===== src/hdl/part_consts.svh =====
// Register offsets, field positions and reset values of the auto-reload PWM timer.
// Assumes byte-wide registers on a plain strobe port with an 8-bit address.
`ifndef PART_CONSTS_SVH
`define PART_CONSTS_SVH

// Register offsets.
`define PART_OFF_DUTY1 8'h14
`define PART_OFF_DUTY0 8'h15
`define PART_OFF_PWM_CONTROL_REG 8'h16
`define PART_OFF_CSR 8'h17
`define PART_OFF_CAR 8'h18
`define PART_OFF_ARR 8'h19
`define PART_OFF_CAPTURE_CONTROL_STATUS 8'h1A
`define PART_OFF_ICR1 8'h1B
`define PART_OFF_ICR2 8'h1C

// Control and status field positions.
`define PART_CSR_EXT_CLOCK_SELECT 7
`define PART_CSR_CC_HI 6
`define PART_CSR_CC_LO 4
`define PART_CSR_TCE 3
`define PART_CSR_FORCE_RELOAD_BIT 2
`define PART_CSR_OIE 1
`define PART_CSR_OVF 0

// PWM control field positions.
`define PART_PWM_OE_LO 4
`define PART_PWM_OP_LO 0

// Capture control field positions.
`define PART_IC_CS_LO 4
`define PART_IC_CIE_LO 2
`define PART_IC_CF_LO 0

// Reset values and limits.
`define PART_RST_BYTE 8'h00
`define PART_CNT_MAX 8'hFF
`define PART_PRE_RST 7'h00

`endif


===== src/hdl/part_pkg.sv =====
// Types shared by the auto-reload PWM timer.
// Assumes the constants header is included by the design files.
`default_nettype none
package part_pkg;
	typedef logic [7:0] part_byte_t;
	typedef logic [1:0] part_pair_t;
endpackage
`default_nettype wire


===== src/hdl/part_timer.sv =====
// Auto-reload 8-bit PWM timer with prescaler, two PWM channels and two input captures.
// Assumes external pins are asynchronous and pass two flip-flops; halt_mode is on-clock.
//
// Overview of operation
// Counter increments on each prescaler output tick.
// Overflow reloads counter; prescaler untouched.
// Counter readable and writable while running.
// Prescaler divides by two to the select.
// External clock select picks CPU or pin.
// Count enable clear freezes prescaler and counter.
// Reset clears counter, prescaler, clock select.
// Force reload or counter write clears prescaler; force reload acts only when TCE is written set with it.
// Compare shadow loads from duty at overflow.
// Output enable drives pin push-pull.
// Shared period is 256 minus reload.
// Overflow sets polarity level; compare restores.
// Software keeps compare above reload value.
// PWM generation stops during halt.
// Overflow sets flag and enabled interrupt.
// External events counted until overflow flag.
// Halt with external clock freezes control, counts.
// Selected capture edge latches counter, sets flag.
// Capture blocked until status register read.
// Capture interrupt while flag and enable set.
// Halt inhibits capture but edges still wake.
// Capture interrupts align to counter clock edge.
// Reading control status clears overflow flag.
// Duty all ones low, zero high.
`include "part_consts.svh"
`default_nettype none
module part_timer
(
	input  wire logic               clock,
	input  wire logic               rst_b,
	input  wire logic [7:0]         addr,
	input  wire logic [7:0]         wdata,
	input  wire logic               wr_stb,
	input  wire logic               rd_stb,
	output logic [7:0]              rdata,
	input  wire logic               halt_mode,
	input  wire logic               external_clock_input,
	input  wire logic [1:0]         capture_pin,
	output logic [1:0]              pwm_pin,
	output logic [1:0]              pwm_pin_oe,
	output logic                    ovf_irq,
	output logic [1:0]              capture_irq,
	output logic                    wake_req
);

	// Two-stage synchronisers for all pin inputs.
	logic [2:0] sync1_q;
	logic [2:0] sync2_q;
	logic       ext_prev_q;
	logic [1:0] cap_prev_q;

	// Software-visible state and the internal shadows, prescaler and pending edges.
	logic [7:0] csr_q;
	logic [7:0] arr_q;
	logic [7:0] pwm_control_reg_q;
	logic [7:0] capture_control_status_q;
	part_pkg::part_byte_t duty_q [2];
	part_pkg::part_byte_t shadow_q [2];
	part_pkg::part_byte_t icr_q [2];
	logic [7:0] cnt_q;
	logic [6:0] pre_q;
	logic [1:0] pend_q;

	// Decoded control and ticks.
	logic       ext_clock_select;
	logic       count_enable_bit;
	logic [2:0] cc;
	logic       in_tick;
	logic       cnt_tick;
	logic       ovf;
	logic       ctl_frozen;
	logic       wr_csr;
	logic       wr_car;
	logic       force_rl;
	logic       rd_csr;
	logic       rd_capture_control_status;
	logic [1:0] cap_edge;
	logic [7:0] rd_d;
	logic [1:0] pwm_d;

	// Matches the byte address against one register offset.
	function automatic logic hit(input logic [7:0] a, input logic [7:0] off);
		hit = (a == off);
	endfunction

	// Synchroniser chain; logic reads the second stage and the edge-detect copy after it.
	always_ff @(posedge clock)
	begin
		if (!rst_b)
		begin
			sync1_q    <= 3'h0;
			sync2_q    <= 3'h0;
			ext_prev_q <= 1'b0;
			cap_prev_q <= 2'h0;
		end
		else
		begin
			sync1_q    <= {capture_pin, external_clock_input};
			sync2_q    <= sync1_q;
			ext_prev_q <= sync2_q[0];
			cap_prev_q <= sync2_q[2:1];
		end
	end

	assign ext_clock_select     = csr_q[`PART_CSR_EXT_CLOCK_SELECT];
	assign count_enable_bit      = csr_q[`PART_CSR_TCE];
	assign cc       = csr_q[`PART_CSR_CC_HI:`PART_CSR_CC_LO];
	// Input tick is every CPU clock, or a rising edge of the external clock.
	assign in_tick  = ext_clock_select ? (sync2_q[0] & ~ext_prev_q) : 1'b1;
	// Counter tick when the selected prescaler tap wraps from all ones.
	assign cnt_tick = count_enable_bit & in_tick & ((pre_q & ((7'h01 << cc) - 7'h01)) == ((7'h01 << cc) - 7'h01));
	assign ovf      = cnt_tick & (cnt_q == `PART_CNT_MAX);
	// Halt freezes control registers; the counter only runs on the external clock.
	// Software should clear the count enable before halting, or the external clock
	// keeps counting and may overflow into a wake request nobody expected.
	assign ctl_frozen = halt_mode;
	assign wr_csr   = wr_stb & hit(addr, `PART_OFF_CSR) & ~ctl_frozen;
	assign wr_car   = wr_stb & hit(addr, `PART_OFF_CAR) & ~ctl_frozen;
	assign force_rl = wr_csr & wdata[`PART_CSR_FORCE_RELOAD_BIT] & wdata[`PART_CSR_TCE];
	assign rd_csr   = rd_stb & hit(addr, `PART_OFF_CSR);
	assign rd_capture_control_status = rd_stb & hit(addr, `PART_OFF_CAPTURE_CONTROL_STATUS);
	// Edge per channel: rising when the select bit is set, falling otherwise.
	assign cap_edge[0] = capture_control_status_q[`PART_IC_CS_LO] ? (sync2_q[1] & ~cap_prev_q[0])
		: (~sync2_q[1] & cap_prev_q[0]);
	assign cap_edge[1] = capture_control_status_q[`PART_IC_CS_LO + 1] ? (sync2_q[2] & ~cap_prev_q[1])
		: (~sync2_q[2] & cap_prev_q[1]);

	// Prescaler; a forced reload or counter write restarts it from zero.
	always_ff @(posedge clock)
	begin
		if (!rst_b)
			pre_q <= `PART_PRE_RST;
		else if (force_rl || wr_car)
			pre_q <= `PART_PRE_RST;
		else if (halt_mode && !ext_clock_select)
			pre_q <= pre_q;
		else if (count_enable_bit && in_tick)
			pre_q <= pre_q + 7'h01;
	end

	// Counter with auto reload; overflow leaves the prescaler alone.
	always_ff @(posedge clock)
	begin
		if (!rst_b)
			cnt_q <= `PART_RST_BYTE;
		else if (force_rl)
			cnt_q <= arr_q;
		else if (wr_car)
			cnt_q <= wdata;
		else if (halt_mode && !ext_clock_select)
			cnt_q <= cnt_q;
		else if (ovf)
			cnt_q <= arr_q;
		else if (cnt_tick)
			cnt_q <= cnt_q + 8'h01;
	end

	// Control and status; the overflow flag set beats a clearing read.
	always_ff @(posedge clock)
	begin
		if (!rst_b)
			csr_q <= `PART_RST_BYTE;
		else
		begin
			if (wr_csr)
			begin
				csr_q[7:1] <= wdata[7:1];
				csr_q[`PART_CSR_FORCE_RELOAD_BIT] <= 1'b0;
			end
			if (ovf)
				csr_q[`PART_CSR_OVF] <= 1'b1;
			else if (rd_csr)
				csr_q[`PART_CSR_OVF] <= 1'b0;
		end
	end

	// Plain writable registers, frozen while halted.
	always_ff @(posedge clock)
	begin
		if (!rst_b)
		begin
			arr_q     <= `PART_RST_BYTE;
			pwm_control_reg_q   <= `PART_RST_BYTE;
			duty_q[0] <= `PART_RST_BYTE;
			duty_q[1] <= `PART_RST_BYTE;
		end
		else if (wr_stb && !ctl_frozen)
		begin
			if (hit(addr, `PART_OFF_ARR))
				arr_q <= wdata;
			else if (hit(addr, `PART_OFF_PWM_CONTROL_REG))
				pwm_control_reg_q <= wdata & 8'h33;
			else if (hit(addr, `PART_OFF_DUTY0))
				duty_q[0] <= wdata;
			else if (hit(addr, `PART_OFF_DUTY1))
				duty_q[1] <= wdata;
		end
	end

	// Compare shadows follow the duty registers only at overflow.
	always_ff @(posedge clock)
	begin
		if (!rst_b)
		begin
			shadow_q[0] <= `PART_RST_BYTE;
			shadow_q[1] <= `PART_RST_BYTE;
		end
		else if (ovf)
		begin
			shadow_q[0] <= duty_q[0];
			shadow_q[1] <= duty_q[1];
		end
	end

	// Raw PWM level: active from overflow until the compare match.
	// Duty zero stays active and all ones inactive, before polarity.
	always_comb
	begin
		pwm_d = 2'h0;
		for (int i = 0; i < 2; i++)
		begin
			if (shadow_q[i] == `PART_CNT_MAX)
				pwm_d[i] = pwm_control_reg_q[`PART_PWM_OP_LO + i];
			else if (shadow_q[i] == `PART_RST_BYTE)
				pwm_d[i] = ~pwm_control_reg_q[`PART_PWM_OP_LO + i];
			else if (cnt_q <= shadow_q[i])
				pwm_d[i] = ~pwm_control_reg_q[`PART_PWM_OP_LO + i];
			else
				pwm_d[i] = pwm_control_reg_q[`PART_PWM_OP_LO + i];
		end
	end

	// Pin outputs; halt stops generation and holds the pins at their last level.
	always_ff @(posedge clock)
	begin
		if (!rst_b)
		begin
			pwm_pin    <= 2'h0;
			pwm_pin_oe <= 2'h0;
		end
		else
		begin
			pwm_pin_oe <= pwm_control_reg_q[`PART_PWM_OE_LO +: 2];
			if (!halt_mode)
				pwm_pin <= pwm_d;
		end
	end

	// Capture control, flags and values; a flag blocks its register until read.
	always_ff @(posedge clock)
	begin
		if (!rst_b)
		begin
			capture_control_status_q  <= `PART_RST_BYTE;
			icr_q[0] <= `PART_RST_BYTE;
			icr_q[1] <= `PART_RST_BYTE;
			pend_q   <= 2'h0;
		end
		else
		begin
			if (wr_stb && !ctl_frozen && hit(addr, `PART_OFF_CAPTURE_CONTROL_STATUS))
				capture_control_status_q[5:2] <= wdata[5:2];
			for (int i = 0; i < 2; i++)
			begin
				// Edges wait here until the next counter clock tick, or one clock while halted.
				if (cap_edge[i])
					pend_q[i] <= 1'b1;
				else if (cnt_tick || halt_mode)
					pend_q[i] <= 1'b0;
				if (pend_q[i] && (cnt_tick || halt_mode))
				begin
					if (!capture_control_status_q[`PART_IC_CF_LO + i] && !halt_mode)
						icr_q[i] <= cnt_q;
					capture_control_status_q[`PART_IC_CF_LO + i] <= 1'b1;
				end
				else if (rd_capture_control_status)
					capture_control_status_q[`PART_IC_CF_LO + i] <= 1'b0;
			end
		end
	end

	// Interrupt and wake levels, registered.
	always_ff @(posedge clock)
	begin
		if (!rst_b)
		begin
			ovf_irq     <= 1'b0;
			capture_irq <= 2'h0;
			wake_req    <= 1'b0;
		end
		else
		begin
			ovf_irq     <= csr_q[`PART_CSR_OVF] & csr_q[`PART_CSR_OIE];
			capture_irq <= capture_control_status_q[1:0] & capture_control_status_q[3:2];
			wake_req    <= halt_mode & ((csr_q[`PART_CSR_OVF] & csr_q[`PART_CSR_OIE])
				| (|(capture_control_status_q[1:0] & capture_control_status_q[3:2])));
		end
	end

	// Read mux; force reload always reads as zero.
	// Unmapped addresses read as zero so a stray access never shows stale state.
	always_comb
	begin
		rd_d = `PART_RST_BYTE;
		if (hit(addr, `PART_OFF_CSR))
			rd_d = csr_q & 8'hFB;
		else if (hit(addr, `PART_OFF_CAR))
			rd_d = cnt_q;
		else if (hit(addr, `PART_OFF_ARR))
			rd_d = arr_q;
		else if (hit(addr, `PART_OFF_PWM_CONTROL_REG))
			rd_d = pwm_control_reg_q;
		else if (hit(addr, `PART_OFF_DUTY0))
			rd_d = duty_q[0];
		else if (hit(addr, `PART_OFF_DUTY1))
			rd_d = duty_q[1];
		else if (hit(addr, `PART_OFF_CAPTURE_CONTROL_STATUS))
			rd_d = capture_control_status_q;
		else if (hit(addr, `PART_OFF_ICR1))
			rd_d = icr_q[0];
		else if (hit(addr, `PART_OFF_ICR2))
			rd_d = icr_q[1];
	end

	// Read data stand one cycle after the strobe.
	always_ff @(posedge clock)
	begin
		if (!rst_b)
			rdata <= `PART_RST_BYTE;
		else if (rd_stb)
			rdata <= rd_d;
		else
			rdata <= `PART_RST_BYTE;
	end

endmodule
`default_nettype wire


===== config.mk =====
export PLATFORM = sky130hd
export DESIGN_NAME = part_timer
export DESIGN_NICKNAME = d
export VERILOG_FILES = /design/src/hdl/part_pkg.sv /design/src/hdl/part_timer.sv
export VERILOG_INCLUDE_DIRS = /design/src /design/src/hdl
export SDC_FILE = /design/constraint.sdc
export NUM_CORES = 1
export LEC_CHECK = 0
export ABC_CLOCK_PERIOD_IN_PS = 3240
export BUFFER_PORTS_ARGS = -buffer_cell sky130_fd_sc_hd__buf_2
export CORE_MARGIN = 4
export CORE_UTILIZATION = 60
export CTS_CLUSTER_DIAMETER = 120
export DETAILED_ROUTE_END_ITERATION = 10
export PLACE_DENSITY = 0.81
export REMOVE_ABC_BUFFERS = 1
export SLEW_MARGIN = 0
export SYNTH_ARGS = -nofsm -noshare
export SYNTH_HDL_FRONTEND = slang
export SYNTH_SLANG_ARGS = --single-unit

===== constraint.sdc =====
create_clock -name clock -period 3.24 [get_ports clock]
set_input_delay 0.486 -clock clock [delete_from_list [all_inputs] [get_ports clock]]
set_output_delay 0.486 -clock clock [all_outputs]
set_load 0.03 [all_outputs]

Yosys cells after proc, flatten, opt, wreduce, memory -nomap -nowiden:

Memory sizes are Yosys's and may differ from the RTL's.
Cells that the tools add are included.

* equality and inequality tests: 14
* shifts and indexed selects: 1
* $lt $le $gt $ge: 2
* reduce and logical (&&, ||, !) cells: 30
* bitwise gates (word level): 39
* add/sub/neg operators: 3
* muxes and demuxes: 62

Operator list (number)
* 2-to-1 mux 8 bit: 20
* equality test 8 x 5 -> 1 bit (second input constant): 9
* 2-to-1 mux 1 bit: 42
* equality test 8 bit (second input constant): 3
* bitwise AND 1 bit: 18
* less-or-equal comparator 8 bit: 2
* logical NOT 8 bit: 2
* inverter 1 bit: 12
* nonzero test 2 bit: 5
* adder 8 x 1 -> 8 bit (second input constant): 1
* logical AND 1 bit: 8
* AND reduction 2 bit: 4
* adder 7 x 1 -> 7 bit (second input constant): 1
* bitwise AND 7 bit: 1
* equality test 7 bit: 1
* OR 1 bit: 7
* << shifter 1 x 3 -> 7 bit (first input constant): 1
* subtractor 7 x 1 -> 7 bit (second input constant): 1
* logical NOT 1 bit: 4
* nonzero test 4 bit: 1
* OR reduction 2 bit: 2
* inequality test 3 bit (second input constant): 1
* AND reduction 3 bit: 1
* OR reduction 3 bit: 1
* other kinds (2): 3

* RAM bits: 48
* flip-flop bits (word level): 67
* output and inout bits: 16
* memories: 3
* input port bits: 24
* logic and storage cells: 176

Memories
* duty_q: depth 2, width 8, read ports 2, clocked after Yosys merged registers in 0, write ports 2, line part_timer.sv:61 `part_pkg::part_byte_t duty_q [2];`
* icr_q: depth 2, width 8, read ports 2, clocked after Yosys merged registers in 0, write ports 2, line part_timer.sv:63 `part_pkg::part_byte_t icr_q [2];`
* shadow_q: depth 2, width 8, read ports 2, clocked after Yosys merged registers in 0, write ports 2, line part_timer.sv:62 `part_pkg::part_byte_t shadow_q [2];`

Longest topological paths before layout:

Gate-level depths: netlist (run 1).

* word-level depth: 11
* depth in mapped cells: 9
* gate-level depth less buffers: 8

Worst setup path before layout (run 1):

OpenSTA, ideal clock, no wires.

* path type: input-to-reg
* start: input addr[5]
* end: memory duty_q[0][0] in the netlist's numbering (enable)
* required time: 2853 ps
* slack: 551 ps
* stages: 6
* data arrival time: 2302 ps
* setup time: 387 ps
* path buffers: 2
* cells stage by stage: or4b_1 -> buf_2 -> nor2_1 -> buf_2 -> nand2_2 -> o31ai_1

RTL lines
* start, declared: line part_timer.sv:35 `input wire logic [7:0] addr,`
* end, declared: line part_timer.sv:61

==> out/qor.csv, run 1 <==
metric;value;unit
status;finished, final reports clean;
place.gp.congestion;1.01;
setup-tns-final;0;ns
power.density;521;nW/µm²
clk-insertion-delay-late;0.52;ns
total_power;3.46;mW
drv_cap;0;
slew_viol_final;0;
ctsLongestPathBuffers;2;
cts_made_buffers;17;
cts.repair.resized;0;
final_cell_mix;dfxtp_1 (67), edfxtp_1 (48), nor2_1 (43);
syn_to_final_growth;15.6;%
grt_pass1_vias;4967;
final.setup_skew;0.00960;ns
clk_pin_slew_worst_paths;0.06;ns
initial_core_util;61.8;%
synth.area.top_cells;edfxtp_1 (25%), dfxtp_1 (23%), mux2i_1 (4.7%);
dp_hpwl;12400;µm
drt_iter0_drc;567;
crit_arrival;2.79;ns
crit_path_max_incr_delay;0.62;ns
die_x;106;µm
grt-ovfl-total;0;
crit_top_cell;and4_1;
ys_seq_area_share;48.5;%
cp_data_required_time;3.38;ns
cp-start-kind;flip-flop;
grt_usage;32.1;%
fillers;733;
wl_per_cell;22.4;µm
synth_top_area_share;25.1;%
ys_ff_latch;115;
coreArea;9280;µm²
layout_commonest_cell;dfxtp_1;
wl;17300;µm
final_layout_size_suffix_gt1_share;15.2;%
drtAntennaViolNets;0;
leakage;2.73;nW
port_buffers;39;
peakVddDrop;0.427;mV
cts_tree;built;
drcViolationCount;0;
fin_crit_sh;81.6;%
antenna_found_initial;0;
post_cts_buffers;0;
netlist_area;5740;µm²
cts-root-buf;clkbuf_8;
grt_busiest_layer;met2;
grt_setup_unrepaired;no;
die_h;106;µm
finalSetupViolCount;0;
use_met1;39.0;%
cts.sink_count;115;
vias;5012;
critPathTopFamily;simple AND/OR/NAND/NOR gates;
grt_use_met3;7.72;%
timing.fmax;378;MHz
htreeDepth;4;
ios;40;
crit_path_end_kind;flip-flop;
hp-class;in -> reg;
critical_path_class;reg -> reg;
synth-async-reset-ratio;0;%
nets;675;
critical_path_buf_inv_count;0;
path_cells;and4_1 > and4_1 > and3_1 > and2_1 > nand2b_1;
worstMarginPinSlew;0.757;ns
synth_ff_type;dfxtp_1;
syn_avg_cell_area;9.76;µm²
relSlewSlack;49.5;%
synth-edff-count;48;
grt_max_degree;38;
cts_hold_buf;0;
num_antenna_cells;0;
use_met2;53.2;%
hold_violations;0;
ys_warn_count;0;
ys_types;68;
netlist.top_cell.by_area;edfxtp_1;
dr.pass1.iters;5;
worstPathMaxFanout;16;
fin_crit;2.64;ns
rows;35;
slowest_stage;dfxtp_1;
syn_inst;588;
grt_pass1_wl;26900;µm
die_area;11200;µm²
via_per_inst;6.47;
[final timing paths]
check	start	to	slack (ns)	cells past startpoint
worst max-delay path	cnt_q[3]	shadow_q[0][10]	0.60	5
worst min-delay path	capture_pin[1]	sync1_q[2]	0.17	2
worst max register to register	cnt_q[3]	shadow_q[0][10]	0.60	5
worst min register to register	sync2_q[0]	ext_prev_q	0.43	2
[sequential cells by signal, indices dropped and copies added, names as in the netlist, 2 cells and up]
register and cells:
pwm_control_reg_q 4, csr_q 7, cnt_q 8, duty_q 16, rdata 8, shadow_q 16, pwm_pin_oe 2, arr_q 8
pwm_pin 2, sync2_q 3, capture_control_status_q 6, icr_q 16, pend_q 2, pre_q 7, cap_prev_q 2, sync1_q 3
capture_irq 2
[worst register-to-register path: cells and delay by family, from the launching register on]
kind	cells	cell delay (ns)
and+or+nand+nor	5	1.64
DFF	1	0.62
[cells by family (layout without fill, tap and decap cells)]
family	count (synthesis)	in the layout	share of synthesized area (%)
AND/OR/NAND/NOR	219	219	20.6
XOR/XNOR	13	13	1.98
flip-flops	115	115	48.5
multiplexers	27	27	4.71
AO/OA/AOI/OAI	137	137	16.2
buffers and inverters	59	117	4.10
adder cells (fa/ha/maj)	18	18	3.92
[report_power, final]
part           switching (mW)  total [mW]  internal [mW]
logic                   0.112       0.160         0.0483
clock network           0.661        1.74           1.08
registers              0.0210        1.56           1.54
total                   0.794        3.46           2.67
[Yosys cell counts, drive strengths merged, types with 3 or more instances]
library cell,count
a31oi,9
and3,25
a221oi,7
nor3,13
clkbuf,19
a22oi,4
o21ai,29
nand4,12
xnor2,6
nand2,39
nand2b,14
a21oi,36
ha,18
nor4,7
inv,29
xor2,7
nor2b,5
and4,3
a22o,3
o211ai,5
and2,28
mux2i,27
dfxtp,67
nor2,44
o22ai,5
a211oi,5
edfxtp,48
a21o,4
o31ai,6
nand3,21
buf,11
[layout make-up]
| class | count | area [µm²] | area share, % |
|---|---|---|---|
| clock buffer | 20 | 425 | 6.41 |
| clock inverter | 12 | 115 | 1.73 |
| inverter | 29 | 109 | 1.64 |
| multi-input combinational | 414 | 2720 | 41.0 |
| sequential | 115 | 2780 | 41.9 |
| tap | 129 | 161 | 2.43 |
| timing repair buffer | 56 | 323 | 4.86 |
[stage by stage]
step / setup WS [ns] / hold WS (ns) / util, % / cell area [µm²] / cells
final: 0.596 / 0.173 / 71.5 / 6640 / 775
after global routing: 0.502 / 0.172 / 71.5 / 6640 / 775
after CTS: 0.695 / 0.168 / 71.5 / 6640 / 775
after detailed placement: 0.611 / 0.419 / 65.7 / 6100 / 743
after global placement: 0.666 / 0.417 / 65.7 / 6100 / 743
after floorplan: 0.349 / 0.410 / - / 5610 / 558
[metal layers]
layer	vias to the layer above	wire length (µm)	share of wire [%]
met5	-	0	0
met4	0	805	4.6
met3	76	1660	9.6
met2	314	8360	48
met1	2362	6500	37
li1	2260	-	-
No activity file was read; power rests on OpenSTA's default activity.
==> inputs of run 2 (changes only) <==
- ABC_AREA: unset -> 1
- ABC_CLOCK_PERIOD_IN_PS: 3240 -> 2400
- CORE_UTILIZATION: 60 -> 55
- PLACE_DENSITY: 0.81 -> 0.78
- clock period: 3.24 -> 2.4 ns (I/O delays scaled with it)
==> run 2 against run 1 <==
Effect of this change: global-route usage fell by 4.7 points; sequential share of layout area down 0.84 points; maximum frequency up 27%; utilization shrank 5.9 points; largest cell class unchanged; clock skew about the same.
==> out/qor.csv, run 2 <==
metric;value;unit
final.setup_skew;0.00919;ns
final_layout_size_suffix_gt1_share;14.2;%
ys_types;39;
fin_crit_sh;86.5;%
relSlewSlack;64.9;%
cts.repair.resized;0;
dr.pass1.iters;5;
grt_usage;27.4;%
dp_slack;0.338;ns
drt_iter0_drc;446;
fin_hold_ws;0.00407;ns
netlist_area;5840;µm²
htreeDepth;4;
final_core_util;65.6;%
ctsLongestPathBuffers;2;
num_antenna_cells;0;
syn_to_final_growth;16.0;%
die_area;12300;µm²
crit_arrival;2.30;ns
netlist.top_cell.by_area;edfxtp_1;
synth-edff-count;48;
synth_common_cells;nand2_1 (151), inv_1 (122), a21oi_1 (74);
nets;839;
cp-start-kind;flip-flop;
synth_most_common_cell;nand2_1;
port_buffers;39;
die_x;111;µm
ios;40;
wl;16600;µm
fin_crit;2.07;ns
crit_path_max_incr_delay;0.51;ns
synth.area.top_cells;edfxtp_1 (25%), dfxtp_1 (23%), nand2_1 (9.7%);
fin_ws;0.325;ns
drtAntennaViolNets;0;
cts_made_buffers;17;
clk-insertion-delay-late;0.53;ns
wl_per_cell;17.6;µm
reg.largest.list;duty_q: 16 flops, icr_q: 16 flops, shadow_q: 16 flops;
reg2reg_depth;8;
worstMarginPinSlew;0.526;ns
antenna_found_initial;0;
slowest_stage;dfxtp_1;
ys_ff_latch;115;
synth_top_area_share;24.7;%
coreArea;10300;µm²
ys_warn_count;0;
crit_path_end_kind;flip-flop;
fillers;895;
syn_avg_cell_area;7.88;µm²
path_cells;ha_1 > nand3_2 > nor2_1 > nand2_1 > nor2_4 > nand2_1 > nand2_1 > buf_4;
layout_commonest_cell;nand2_1;
synth-async-reset-ratio;0;%
cts.sink_count;115;
timing.fmax;482;MHz
power.density;689;nW/µm²
dp_hpwl;12600;µm
final_area;6780;µm²
final_cell_mix;nand2_1 (151), inv_1 (122), a21oi_1 (74);
ys_seq_area_share;47.6;%
drcViolationCount;0;
hp-class;in -> reg;
post_cts_buffers;0;
crit_top_cell;nand2_1;
finalSetupViolCount;0;
syn_inst;741;
place.gp.congestion;0.990;
cts_tree;built;
die_h;111;µm
grt_max_degree;28;
setup-tns-final;0;ns
grt_pass1_vias;5012;
status;finished, final reports clean;
cp_data_required_time;2.62;ns
place_area;6230;µm²
rows;37;
grt-ovfl-total;0;
drv_cap;0;
via_per_inst;5.58;
slew_viol_final;0;
vias;5277;
clk_pin_slew_worst_paths;0.07;ns
hold_violations;0;
cts-root-buf;clkbuf_8;
grt_setup_unrepaired;no;
critical_path_class;reg -> reg;
cts_hold_buf;0;
peakVddDrop;0.437;mV
synth_ff_type;dfxtp_1;
initial_core_util;56.6;%
hold_path_depth;3;
leakage;3.06;nW
grt_pass1_wl;26100;µm
worstPathMaxFanout;16;
## run 2: where the power goes
group	internal, mW	switching [mW]	leakage (nW)	total, mW
clock	1.31	1.03	0.266	2.34
combinational	0.0632	0.158	1.78	0.221
sequential	2.08	0.0234	1.01	2.10
## run 2: logic make-up (layout without fill, tap and decap cells)
group           Yosys count  after routing  synth area share [%]
fa+ha+maj                18             18                  3.86
compound gates          134            134                  12.3
flops                   115            115                  47.6
xor+xnor                  7              7                  1.05
simple gates            324            324                  25.4
buf+inv                 143            212                  9.68
## run 2: layer usage
metal,wire length (µm),vias to the layer above,global-route usage [%]
met5,0,-,0
met4,415,0,9.89
met3,1310,34,4.37
met2,8090,231,46.5
met1,6830,2467,35.5
li1,-,2545,-
## run 2: path summary, 6_finish.rpt
kind	from	endpoint	slack [ns]
max	cnt_q[1]	shadow_q[0][4]	0.33
min	capture_pin[1]	sync1_q[2]	0.004
max reg2reg	cnt_q[1]	shadow_q[0][4]	0.33
min reg2reg	sync1_q[2]	sync2_q[2]	0.42
## run 2: metrics by stage
step,std cells,power (mW)
after detailed placement,914,2.36
after global routing,946,4.79
after CTS,946,4.66
final,946,4.67
after floorplan,724,2.25
after global placement,914,2.35
## run 2: layout make-up
type	instances	area (µm²)	share of cell area (%)
well taps	136	170	2.51
clock buffers	17	414	6.11
multi-input cells	483	2490	36.8
inverters	126	475	7.02
repair buffers	54	308	4.54
clock inverters	15	131	1.94
flip-flops and latches	115	2780	41.1
## run 2: critical path: cells and delay by family (launching register included)
kind / cells / cell delay (ns)
AND/OR/NAND/NOR: 6 / 0.74
buffers and inverters: 1 / 0.23
adder cells (fa/ha/maj): 1 / 0.28
flip-flops: 1 / 0.51
